[config.mk]
export PLATFORM = sky130hd
export DESIGN_NAME = swi_slave
export DESIGN_NICKNAME = d
export VERILOG_FILES = /design/src/swi_pkg.sv /design/src/swi_fifo_if.sv /design/src/swi_slave.sv /design/src/swi_fifo.sv
export VERILOG_INCLUDE_DIRS = /design/src /design/src/src
export SDC_FILE = /design/constraint.sdc
export NUM_CORES = 1
export LEC_CHECK = 0
export BUFFER_PORTS_ARGS = -buffer_cell sky130_fd_sc_hd__buf_2
export CAP_MARGIN = 20
export CORE_MARGIN = 2
export CORE_UTILIZATION = 30
export DETAILED_ROUTE_END_ITERATION = 6
export SYNTH_ARGS = -nofsm -noshare
export SYNTH_HDL_FRONTEND = slang
export SYNTH_SLANG_ARGS = --single-unit
[constraint.sdc]
create_clock -name clk -period 3.3 [get_ports clk]
set_clock_uncertainty 0.05 [all_clocks]
set_input_delay 0.33 -clock clk [delete_from_list [all_inputs] [get_ports clk]]
set_output_delay 0.33 -clock clk [all_outputs]
set_load 0.1 [all_outputs]
[src/swi_consts.svh]
// Timing constants and widths for the single-wire interrupt signalling slave
`ifndef SWI_CONSTS_SVH
`define SWI_CONSTS_SVH
`define SWI_CLK_MHZ 20
`define SWI_CNT_W 17
// Times in microseconds as printed
`define SWI_RST_LOW_MIN_US 480
`define SWI_RST_LOW_MAX_US 960
`define SWI_RST_HIGH_MIN_US 480
`define SWI_PRES_WAIT_US 30
`define SWI_PRES_LOW_US 120
`define SWI_INT_LOW_US 1920
`define SWI_INT_TOTAL_MIN_US 960
`define SWI_READ_VALID_US 15
`define SWI_SAMPLE_US 30
`define SWI_POWER_ON_US 5
// Cycle counts derived from the clock rate
`define SWI_CYC(us) ((us) * `SWI_CLK_MHZ)
`define SWI_RST_DETECT_CYC `SWI_CYC(`SWI_RST_LOW_MIN_US)
`define SWI_PRES_WAIT_CYC `SWI_CYC(`SWI_PRES_WAIT_US)
`define SWI_PRES_LOW_CYC `SWI_CYC(`SWI_PRES_LOW_US)
`define SWI_INT_LOW_CYC `SWI_CYC(`SWI_INT_LOW_US)
`define SWI_INT_TOTAL_CYC `SWI_CYC(`SWI_INT_TOTAL_MIN_US)
`define SWI_READ_VALID_CYC `SWI_CYC(`SWI_READ_VALID_US)
`define SWI_SAMPLE_CYC `SWI_CYC(`SWI_SAMPLE_US)
`define SWI_POWER_ON_CYC `SWI_CYC(`SWI_POWER_ON_US)
`define SWI_FIFO_W 8
`define SWI_FIFO_D 8
`endif

[src/swi_pkg.sv]
// Types for the single-wire interrupt signalling slave
`default_nettype none
package swi_pkg;
    typedef enum logic [1:0] {
        SWI_WAVE_DELAYED,
        SWI_WAVE_AFTER_PRESENCE
    } swi_wave_t;
endpackage : swi_pkg
`default_nettype wire

[src/swi_fifo_if.sv]
// Handshake carrier between the slave and its byte FIFO
`default_nettype none
interface swi_fifo_if;
    logic inValid;
    logic inReady;
    logic [7:0] inData;
    logic outValid;
    logic outReady;
    logic [7:0] outData;
    modport fifo (input inValid, inData, outReady,
                  output inReady, outValid, outData);
    modport user (output inValid, inData, outReady,
                  input inReady, outValid, outData);
endinterface : swi_fifo_if
`default_nettype wire

[src/swi_slave.sv]
// Single-wire slave: presence, interrupt signalling, bit slots, FIFO
`include "swi_consts.svh"
`default_nettype none
module swi_slave #(
    parameter bit LATE_REVISION = 1'b1,
    parameter int unsigned INT_LOW_CYC = `SWI_INT_LOW_CYC
) (
    // Clock and reset
    input wire logic clk,
    input wire logic rst,
    // Bus pin, open drain; enable low while pulling
    input wire logic lineIn,
    output logic lineOut,
    output logic lineOe_n,
    // Alarm side
    input wire logic alarm,
    input wire logic ackAlarm,
    input wire logic addressedSelf,
    input wire logic addressedOther,
    output logic intPending,
    // Transmit bytes for read slots
    input wire logic txValid,
    output logic txReady,
    input wire logic [7:0] txData,
    // Received bytes from write slots
    output logic rxValid,
    output logic [7:0] rxData
);
    typedef enum logic [2:0] {
        ST_IDLE, ST_RESET_LOW, ST_STRETCH, ST_PRES_WAIT, ST_PRES_LOW,
        ST_SPONT, ST_SLOT
    } state_t;

    state_t state_reg;
    logic [`SWI_CNT_W-1:0] cnt_reg;
    logic [`SWI_CNT_W-1:0] lowCnt_reg;
    logic lineDly_reg;
    logic fall;
    logic rise;
    logic armed_reg;
    logic traffic_reg;
    logic pending_reg;
    logic signaled_reg;
    logic powerOn_reg;
    logic stretchNext_reg;
    logic pull_reg;
    logic readBit_reg;
    logic [2:0] bitIdx_reg;
    logic [7:0] rxShift_reg;
    swi_pkg::swi_wave_t wave_reg;
    swi_fifo_if fifoBus();

    assign fall = lineDly_reg && !lineIn;
    assign rise = !lineDly_reg && lineIn;
    assign lineOut = 1'b0;
    assign lineOe_n = !pull_reg;
    assign intPending = pending_reg;

    swi_fifo #(.WIDTH(`SWI_FIFO_W), .DEPTH(`SWI_FIFO_D)) txFifo (
        .clk(clk),
        .rst(rst),
        .inValid(fifoBus.inValid),
        .inReady(fifoBus.inReady),
        .inData(fifoBus.inData),
        .outValid(fifoBus.outValid),
        .outReady(fifoBus.outReady),
        .outData(fifoBus.outData)
    );
    assign fifoBus.inValid = txValid;
    assign fifoBus.inData = txData;
    assign txReady = fifoBus.inReady;

    // Edge detector on the pin
    always_ff @(posedge clk or posedge rst) begin
        if (rst) begin
            lineDly_reg <= 1'b1;
        end else begin
            lineDly_reg <= lineIn;
        end
    end

    // Length of the current low phase on the line
    always_ff @(posedge clk or posedge rst) begin
        if (rst) begin
            lowCnt_reg <= '0;
        end else if (lineIn) begin
            lowCnt_reg <= '0;
        end else if (lowCnt_reg != '1) begin
            lowCnt_reg <= lowCnt_reg + 1'b1;
        end
    end

    // Alarm pending until acknowledged; a new alarm wins over the ack
    always_ff @(posedge clk or posedge rst) begin
        if (rst) begin
            pending_reg <= 1'b0;
        end else if (alarm) begin
            pending_reg <= 1'b1;
        end else if (ackAlarm) begin
            pending_reg <= 1'b0;
        end
    end

    // Which waveform repeated signalling uses
    always_ff @(posedge clk or posedge rst) begin
        if (rst) begin
            wave_reg <= swi_pkg::SWI_WAVE_DELAYED;
        end else if (!LATE_REVISION || addressedOther) begin
            wave_reg <= swi_pkg::SWI_WAVE_DELAYED;
        end else if (addressedSelf) begin
            wave_reg <= swi_pkg::SWI_WAVE_AFTER_PRESENCE;
        end
    end

    // Power-on flag: set by reset, cleared once the first presence pull starts
    always_ff @(posedge clk or posedge rst) begin
        if (rst) begin
            powerOn_reg <= 1'b1;
        end else if (state_reg == ST_PRES_LOW) begin
            powerOn_reg <= 1'b0;
        end
    end

    // Main sequencer, intervals counted from entry into each state; the stretch and the slot's reset detection also from the line fall
    always_ff @(posedge clk or posedge rst) begin
        if (rst) begin
            state_reg <= ST_IDLE;
            cnt_reg <= '0;
            pull_reg <= 1'b0;
            armed_reg <= 1'b0;
            traffic_reg <= 1'b0;
            signaled_reg <= 1'b0;
            stretchNext_reg <= 1'b0;
            readBit_reg <= 1'b1;
            bitIdx_reg <= '0;
            rxShift_reg <= '0;
            rxValid <= 1'b0;
            rxData <= '0;
            fifoBus.outReady <= 1'b0;
        end else begin
            rxValid <= 1'b0;
            fifoBus.outReady <= 1'b0;
            if (alarm) begin
                signaled_reg <= 1'b0;
            end
            // Our own pull makes no disarming edge
            if (fall && !pull_reg) begin
                armed_reg <= 1'b0;
            end
            case (state_reg)
                ST_IDLE: begin
                    pull_reg <= 1'b0;
                    cnt_reg <= '0;
                    if (powerOn_reg && lineIn
                            && lowCnt_reg == '0 && cnt_reg == '0) begin
                        state_reg <= ST_PRES_WAIT;
                        stretchNext_reg <= pending_reg;
                    end else if (pending_reg && !signaled_reg && armed_reg
                            && lineIn && !fall) begin
                        state_reg <= ST_SPONT;
                        pull_reg <= 1'b1;
                    end else if (fall) begin
                        state_reg <= ST_SLOT;
                        cnt_reg <= '0;
                        readBit_reg <= fifoBus.outValid
                            ? fifoBus.outData[bitIdx_reg] : 1'b1;
                        pull_reg <= fifoBus.outValid
                            && !fifoBus.outData[bitIdx_reg];
                    end
                end
                ST_SLOT: begin
                    cnt_reg <= cnt_reg + 1'b1;
                    if (cnt_reg == `SWI_CNT_W'(`SWI_READ_VALID_CYC - 1)) begin
                        pull_reg <= 1'b0;
                    end
                    if (cnt_reg == `SWI_CNT_W'(`SWI_SAMPLE_CYC)) begin
                        traffic_reg <= 1'b1;
                        rxShift_reg <= {lineIn, rxShift_reg[7:1]};
                        bitIdx_reg <= bitIdx_reg + 1'b1;
                        if (bitIdx_reg == 3'h7) begin
                            rxValid <= 1'b1;
                            rxData <= {lineIn, rxShift_reg[7:1]};
                            fifoBus.outReady <= fifoBus.outValid;
                        end
                    end
                    if (lowCnt_reg == `SWI_CNT_W'(`SWI_RST_DETECT_CYC)) begin
                        state_reg <= ST_RESET_LOW;
                        pull_reg <= 1'b0;
                    end else if (cnt_reg > `SWI_CNT_W'(`SWI_SAMPLE_CYC)
                            && lineIn) begin
                        state_reg <= ST_IDLE;
                    end
                end
                ST_RESET_LOW: begin
                    bitIdx_reg <= '0;
                    if (traffic_reg) begin
                        armed_reg <= 1'b1;
                        traffic_reg <= 1'b0;
                    end
                    // A rise ends this reset, also after our own stretch
                    if (rise) begin
                        state_reg <= ST_PRES_WAIT;
                        cnt_reg <= '0;
                    end else if (pending_reg && !signaled_reg) begin
                        pull_reg <= 1'b1;
                        cnt_reg <= '0;
                        signaled_reg <= 1'b1;
                        state_reg <= ST_STRETCH;
                    end else if (pending_reg && (stretchNext_reg
                            || wave_reg == swi_pkg::SWI_WAVE_DELAYED)) begin
                        state_reg <= ST_STRETCH;
                        pull_reg <= 1'b1;
                        cnt_reg <= '0;
                    end
                    stretchNext_reg <= 1'b0;
                end
                ST_STRETCH: begin
                    cnt_reg <= cnt_reg + 1'b1;
                    if (lowCnt_reg >= `SWI_CNT_W'(`SWI_INT_TOTAL_CYC)
                            && cnt_reg >= `SWI_CNT_W'(INT_LOW_CYC
                            - `SWI_INT_TOTAL_CYC)) begin
                        pull_reg <= 1'b0;
                        state_reg <= ST_RESET_LOW;
                        signaled_reg <= 1'b1;
                    end
                end
                ST_PRES_WAIT: begin
                    cnt_reg <= cnt_reg + 1'b1;
                    if (cnt_reg == `SWI_CNT_W'(`SWI_PRES_WAIT_CYC - 1)) begin
                        pull_reg <= 1'b1;
                        cnt_reg <= '0;
                        state_reg <= ST_PRES_LOW;
                    end
                end
                ST_PRES_LOW: begin
                    cnt_reg <= cnt_reg + 1'b1;
                    if (cnt_reg == `SWI_CNT_W'(`SWI_PRES_LOW_CYC - 1)) begin
                        pull_reg <= 1'b0;
                        cnt_reg <= '0;
                        if (pending_reg && LATE_REVISION
                                && wave_reg
                                == swi_pkg::SWI_WAVE_AFTER_PRESENCE) begin
                            state_reg <= ST_SPONT;
                            pull_reg <= 1'b1;
                        end else begin
                            state_reg <= ST_IDLE;
                        end
                    end
                end
                ST_SPONT: begin
                    cnt_reg <= cnt_reg + 1'b1;
                    if (cnt_reg == `SWI_CNT_W'(INT_LOW_CYC - 1)) begin
                        pull_reg <= 1'b0;
                        signaled_reg <= 1'b1;
                        cnt_reg <= '0;
                        state_reg <= ST_PRES_WAIT;
                    end
                end
                default: begin
                    state_reg <= ST_IDLE;
                    pull_reg <= 1'b0;
                end
            endcase
        end
    end
endmodule : swi_slave
`default_nettype wire

[src/swi_fifo.sv]
// Parameterised FIFO with valid and ready on both sides
`default_nettype none
module swi_fifo #(
    parameter int WIDTH = 8,
    parameter int DEPTH = 8
) (
    // Clock and reset
    input wire logic clk,
    input wire logic rst,
    // Stream ports
    input wire logic inValid,
    output logic inReady,
    input wire logic [WIDTH-1:0] inData,
    output logic outValid,
    input wire logic outReady,
    output logic [WIDTH-1:0] outData
);
    localparam int AW = $clog2(DEPTH);
    logic [WIDTH-1:0] mem [DEPTH];
    logic [AW-1:0] wrPtr_reg;
    logic [AW-1:0] rdPtr_reg;
    logic [AW:0] count_reg;
    logic doWr;
    logic doRd;

    assign inReady = (count_reg != (AW+1)'(DEPTH));
    assign outValid = (count_reg != '0);
    assign outData = mem[rdPtr_reg];
    assign doWr = inValid && inReady;
    assign doRd = outValid && outReady;

    always_ff @(posedge clk) begin
        if (doWr) begin
            mem[wrPtr_reg] <= inData;
        end
    end

    always_ff @(posedge clk or posedge rst) begin
        if (rst) begin
            wrPtr_reg <= '0;
            rdPtr_reg <= '0;
            count_reg <= '0;
        end else begin
            if (doWr) begin
                wrPtr_reg <= (wrPtr_reg == AW'(DEPTH - 1)) ? '0 : wrPtr_reg + 1'b1;
            end
            if (doRd) begin
                rdPtr_reg <= (rdPtr_reg == AW'(DEPTH - 1)) ? '0 : rdPtr_reg + 1'b1;
            end
            count_reg <= count_reg + (AW+1)'(doWr) - (AW+1)'(doRd);
        end
    end
endmodule : swi_fifo
`default_nettype wire

Word-level counts from Yosys, hierarchy flattened
Memory sizes are Yosys's and may differ from the RTL's.
Index checks and enable logic that the tools add are counted.
{ "totals": {"regBits": 78, "mem_bits_rw": 64, "inputBits": 16, "elab_cells": 173, "memories": 1} }
{ "mem_list": {"columns": ["memory", "depth", "word_bits", "rd", "rd_clocked_by_memory_dff", "write_ports", "line", "source"], "rows": [
  ["txFifo.mem", 8, 8, 1, 0, 1, "swi_fifo.sv:19", "logic [WIDTH-1:0] mem [DEPTH];"]
]} }
{ "classes": {"add_sub_neg": 7, "magnitude_cmp": 4, "eq_ne": 30, "mux": 68, "n_reduce_logical": 43} }
{ "op_table": {"columns": ["cell", "n"], "rows": [
  ["$mux 17", 8],
  ["$pmux 17 s6", 1],
  ["$mux 3", 16],
  ["$add 17x1->17 const B", 2],
  ["$eq 17x10->1 const B", 2],
  ["$ge 17x15->1 const B", 2],
  ["$logic_not 17->1", 2],
  ["$mux 1", 34],
  ["$pmux 3 s7", 1],
  ["$eq 3x3->1 const B", 6],
  ["$eq 17x12->1 const B", 1],
  ["$eq 17x14->1 const B", 1],
  ["$eq 17x16->1 const B", 1],
  ["$eq 17x9->1 const B", 1],
  ["$gt 17x10->1 const B", 1],
  ["$logic_and 1x1->1", 17],
  ["$ne 17x17->1 const B", 1],
  ["$reduce_and 7->1", 2],
  ["$ne 2x2->1 const B", 6],
  ["$ne 4x4->1 const B", 3],
  ["$reduce_bool 2->1", 5],
  ["$add 3x1->3 const B", 3],
  ["$ne 3x3->1 const B", 3],
  ["$reduce_and 2->1", 4],
  ["21 further kinds", 29]
]} }

Depth between registers and ports, before layout
An unclocked memory read counts as a cell.
{ "logic_depth": {"word_depth": 9, "ltp_mapped": 12, "ltp_nobuf": 12} }

Hierarchy
Synthesis repeated with hierarchy kept, for this count alone.
{ "hier_totals": {"cells_unflattened": 562, "area_unflattened_um2": 7000.5} }
{ "modules_own_cells": {"columns": ["mod", "instances", "cells_per_inst", "area_per_inst_um2", "seq_area_each_um2"], "rows": [
  ["swi_slave", 1, 412, 3905.0, 1654.1],
  ["swi_fifo", 1, 150, 3095.5, 2172.1]
]} }

Worst setup path after synthesis
OpenSTA, ideal clock, no wires.
{ "synth_path": {"path_kind": "flip-flop to flip-flop", "startpoint": "reg txFifo.count_reg[2]", "endpoint": "mem txFifo.mem[0][0], enable pin", "setup_time_ns": 0.395, "arrival_ns": 2.449, "t_required_ns": 2.855, "setup_slack_ns": 0.407, "stages_incl_launch_ff": 6, "period_less_slack_ns": 2.893, "path_cell_list": "dfrtp_1 > inv_1 > ha_1 > nand2_1 > nand2_1 > nor4_1"} }
{ "synth_between": {"elab_chain_cells": 4} }
{ "synth_rtl": {"columns": ["item", "line", "source"], "rows": [
  ["start: declaration", "swi_fifo.sv:22", "logic [AW:0] count_reg;"],
  ["start signal: assignment", "swi_fifo.sv:50", "count_reg <= count_reg + (AW+1)'(doWr) - (AW+1)'(doRd);"],
  ["$ne 4x4->1", "swi_fifo.sv:26", "assign inReady = (count_reg != (AW+1)'(DEPTH));"],
  ["via txReady", "swi_slave.sv:23", "output logic txReady,"],
  ["$logic_and 1x1->1", "swi_fifo.sv:29", "assign doWr = inValid && inReady;"],
  ["$mux 1", "swi_fifo.sv:33", "if (doWr) begin"],
  ["$mux 1 (implied by the code)", "swi_fifo.sv:34", "mem[wrPtr_reg] <= inData;"],
  ["end: declaration", "swi_fifo.sv:19", null]
]} }
The timed path passes the listed nets, and every way through them passes these cells.

Final worst setup path
{ "layout_path": {"startpoint": "reg cnt_reg[1]", "endpoint": "reg cnt_reg[13]"} }
{ "layout_between": {"elab_chain_cells": 3, "word_cells_on_any_way": 8, "cone_classes": "add/sub (1); eq/ne (3); mux (4)"} }
{ "layout_rtl": {"columns": ["item", "line", "source"], "rows": [
  ["start: declaration", "swi_slave.sv:35", "logic [`SWI_CNT_W-1:0] cnt_reg;"],
  ["start signal: assignment", "swi_slave.sv:172", "cnt_reg <= cnt_reg + 1'b1;"],
  ["start signal: assignment", "swi_slave.sv:218", "cnt_reg <= cnt_reg + 1'b1;"],
  ["start signal: assignment", "swi_slave.sv:228", "cnt_reg <= cnt_reg + 1'b1;"],
  ["$add 17x1->17, or another cell as far along", null, null],
  ["$mux 17, on equally long branches", "swi_slave.sv:252, swi_slave.sv:229, swi_slave.sv:237", null],
  ["$pmux 17 s6 *", "swi_slave.sv:150", "case (state_reg)"]
]} }
Every way passes the cells marked *; elsewhere a longest branch is shown, timed or not.
A chain may end at the register's enable or synchronous reset.

==> key figures <==
Drt
  – Remaining antenna violation count: 0
  – Number of vias per cell: 4.86
  – Count of vias placed by the detailed router: 4387
  – Number of detailed-routing iterations run before antenna repair: 5
  – Number of violations reported at the end of detailed-routing iteration 0: roughly 250
  – Routed WL: between 10000 and 15000 um
  – DRC viols: 0
  – Wirelength per Cell: 15.2 um

Synthesis
  – Share of cell area taken by muxes after synthesis: 0.102
  – XOR/XNOR share of the synthesized area: 0.0322
  – Synth Area in Simple Gates: 0.165
  – Share of the synthesized area in the top cell type: 0.283
  – Post-synth design cell area: just under 7000 um2
  – Most common flop cell mapped by yosys: sky130_fd_sc_hd__dfrtp_1
  – Post-synthesis cell count: ~570
  – Top-count cell post-synth: sky130_fd_sc_hd__dfrtp_1
  – Fraction of the mapped netlist area in compound gates: 0.0641
  – Synth Warn #: 0
  – Post-synth net total: 604
  – Fraction of synthesis flops using an asynchronous set or reset pin: 0.543
  – Adder-cell area share of the yosys netlist: 0.0379
  – Combinational family with the most area after synthesis: simple AND/OR/NAND/NOR gates
  – EDFF count, synth: 64
  – Syn avg cell area: between 10 and 15 um2
  – Register bit count reported by yosys: 140
  – Ranking of synthesized cells by instance count: sky130_fd_sc_hd__dfrtp_1, sky130_fd_sc_hd__edfxtp_1, sky130_fd_sc_hd__nor2_1, sky130_fd_sc_hd__nand2_1, sky130_fd_sc_hd__inv_1
  – Share of synthesized area occupied by flip-flops and latches: 0.563
  – Number of distinct library cells after synthesis: 66
  – Leading post-synthesis cells by cell area: sky130_fd_sc_hd__edfxtp_1, sky130_fd_sc_hd__dfrtp_1, sky130_fd_sc_hd__mux4_2
  – Post-synthesis cell type with the largest combined area: sky130_fd_sc_hd__edfxtp_1

Placed design
  – Post-Place Setup Slack: around 0.63 ns
  – Weighted congestion reported at the end of routability-driven placement: approximately 0.80
  – Input/output buffers: 27
  – Half-perimeter wire length of the detailed placement result: between 9000 and 10000 um

CTS
  – Cell at the root of the clock tree: sky130_fd_sc_hd__clkbuf_16
  – Clock latency on the worst-skew pair: approximately 0.43 ns
  – Maximum count of clock buffers along a single path: 2
  – Number of clock sinks seen by CTS: 140
  – Deepest level of the CTS H-tree: 4
  – Post-CTS Hold Fix Bufs: 1
  – CTS clock-pin slew for the worst setup and hold paths: approximately 0.07 ns
  – Total clock buffers created by CTS: 17
  – TritonCTS clock tree: built
  – Number of gates resized after CTS: 0
  – Setup repair bufs after CTS: 0

Power
  – Reported leakage power: 3.22 nW
  – Sw frac: 0.272
  – Switching power total: ~0.0012 W
  – Comb pwr share: 0.107
  – Clock share of power: 0.430
  – Internal power contribution: 0.00327 W
  – Sequential power share: 0.464
  – Pwr Density: between 500 and 600 nW/um2
  – VDD IR max: 0.430 mV

Cells and area
  – Fraction of final layout cells with drive strength greater than 1: 0.189
  – Antenna cells: 0
  – # fillers: 2199
  – Max FFs per register: 64
  – Nets@finish: approximately 640
  – Area growth syn-to-layout: 16.2%

Critical path
  – Class of the most critical setup path: reg -> reg
  – CP Capture Type: register
  – Arrival time at the worst endpoint: about 2.9 ns
  – Worst endpoint required time: ~3.5 ns
  – Startpoint kind of the worst setup timing path: register
  – Max Fanout on Critical Path: 16

Floorplanning
  – Starting density of the core: 0.303
  – Total number of placement rows: 55
  – Die outline area: 23900 um2
  – Vert. Die Dim: 155 um
  – Core area: roughly 22000 um2
  – Top-level port count: 29
  – Horizontal die dimension: 155 um

Timing
  – Number of max-slew violations in the final report: 0
  – RSZ-0062 raised after global routing: no
  – Count of final hold-check violations: 0
  – Final sum of negative setup slack: 0 ns
  – Fmax: between 300 and 400 MHz
  – Setup violators final: 0
  – Period utilisation layout: 0.805
  – Crit path time final: ~2.7 ns
  – Worst relative slew slack: 0.448
  – Worst-case setup margin in the final layout: approximately 0.64 ns
  – Actual slew at the worst max-slew pin: 0.828 ns

Run status
  – Result of the run: completed

GRT
  – Maximum number of pins on one net before global-route repair: 57
  – Number of antenna violations at the first check in global routing: 0
  – Wire length of the first global-routing pass: around 23000 um
  – Grt total ovfl: 0
  – GRT Total Usage: 0.124
  – Via count of the first global-routing pass: approximately 4400

Job
  – Number of maximum-capacitance constraint violations: 0

Hold path
  – Worst min-delay path class: in -> reg
## metal layers
| layer | GRT usage | routed length [um] | share of wire | up-vias |
|---|---|---|---|---|
| met3 | 0.0328 | 490 | 0.036 | 15 |
| met5 | 0 | 0 | 0 | - |
| met2 | 0.201 | 6710 | 0.49 | 74 |
| li1 | - | - | - | 2145 |
| met4 | 0.0437 | 204 | 0.015 | 0 |
| met1 | 0.159 | 6340 | 0.46 | 2153 |
## metrics by stage
step | util | power, W | std cells | area [um2] | hold WS [ns]
after global routing | 0.352 | 0.00471 | 903 | 7900 | 0.0157
after detailed placement | 0.323 | 0.00261 | 868 | 7250 | 0.416
after CTS | 0.350 | 0.00457 | 901 | 7860 | 0.00692
after floorplan | - | 0.00244 | 568 | 6800 | 0.284
final | 0.352 | 0.00449 | 903 | 7900 | 0.0212
after global placement | 0.323 | 0.00259 | 868 | 7250 | 0.407
## cell type report
class | count | area [um2] | area share
Multi-Input combinational cell | 375 | 2730 | 0.346
Sequential cell | 140 | 3830 | 0.484
Inverter | 28 | 106 | 0.0135
Tap cell | 285 | 357 | 0.0451
Clock inverter | 15 | 173 | 0.0219
Clock buffer | 17 | 425 | 0.0539
Timing Repair Buffer | 43 | 280 | 0.0355
## placed cells by master, fill, tap and decap left out, types with 19 or more instances in the layout
cell type / instances
sky130_fd_sc_hd__inv_1: 27
sky130_fd_sc_hd__edfxtp_1: 64
sky130_fd_sc_hd__mux2i_1: 21
sky130_fd_sc_hd__ha_1: 19
sky130_fd_sc_hd__nand3_1: 26
sky130_fd_sc_hd__a21oi_1: 21
sky130_fd_sc_hd__nand2_1: 44
sky130_fd_sc_hd__buf_2: 27
sky130_fd_sc_hd__dfrtp_1: 74
sky130_fd_sc_hd__nor2_1: 53
## power groups by stage
stage | registers [W] | clock network, W | logic, W
2_1_floorplan | 0.00210 | 0 | 0.000340
3_3_place_gp | 0.00212 | 0 | 0.000469
3_5_place_dp | 0.00212 | 0 | 0.000484
4_1_cts | 0.00209 | 0.00199 | 0.000486
5_1_grt | 0.00210 | 0.00206 | 0.000547
6_report | 0.00208 | 0.00193 | 0.000479
## final timing paths
kind | from | end | slack, ns | cells past startpoint
max reg2reg | cnt_reg[1] | cnt_reg[13] | 0.64 | 8
min reg2reg | rxData[7] | rxData[7] | 0.43 | 2
max | cnt_reg[1] | cnt_reg[13] | 0.64 | 8
min in group asynchronous | rst | lowCnt_reg[14] | 0.28 | 3
max in group asynchronous | rst | powerOn_reg | 2.37 | 4
min | ackAlarm | intPending | 0.02 | 2
## cell families after synthesis
family,Yosys count
flip-flops,140
multiplexers,52
AO/OA/AOI/OAI,66
adder cells (fa/ha/maj),20
XOR/XNOR,25
AND/OR/NAND/NOR,211
buffers and inverters,53
other,1
## worst max-delay path, stage by stage (launching register included)
cell,delay (ns)
sky130_fd_sc_hd__dfrtp_1,0.41
sky130_fd_sc_hd__ha_1,0.26
sky130_fd_sc_hd__and3_4,0.24
sky130_fd_sc_hd__nand4_4,0.12
sky130_fd_sc_hd__nor3_2,0.25
sky130_fd_sc_hd__a311oi_1,0.09
sky130_fd_sc_hd__a211o_1,0.51
sky130_fd_sc_hd__nor2_1,0.48
sky130_fd_sc_hd__nor2_1,0.11
Note: power is estimated with default switching activity, not from simulation.
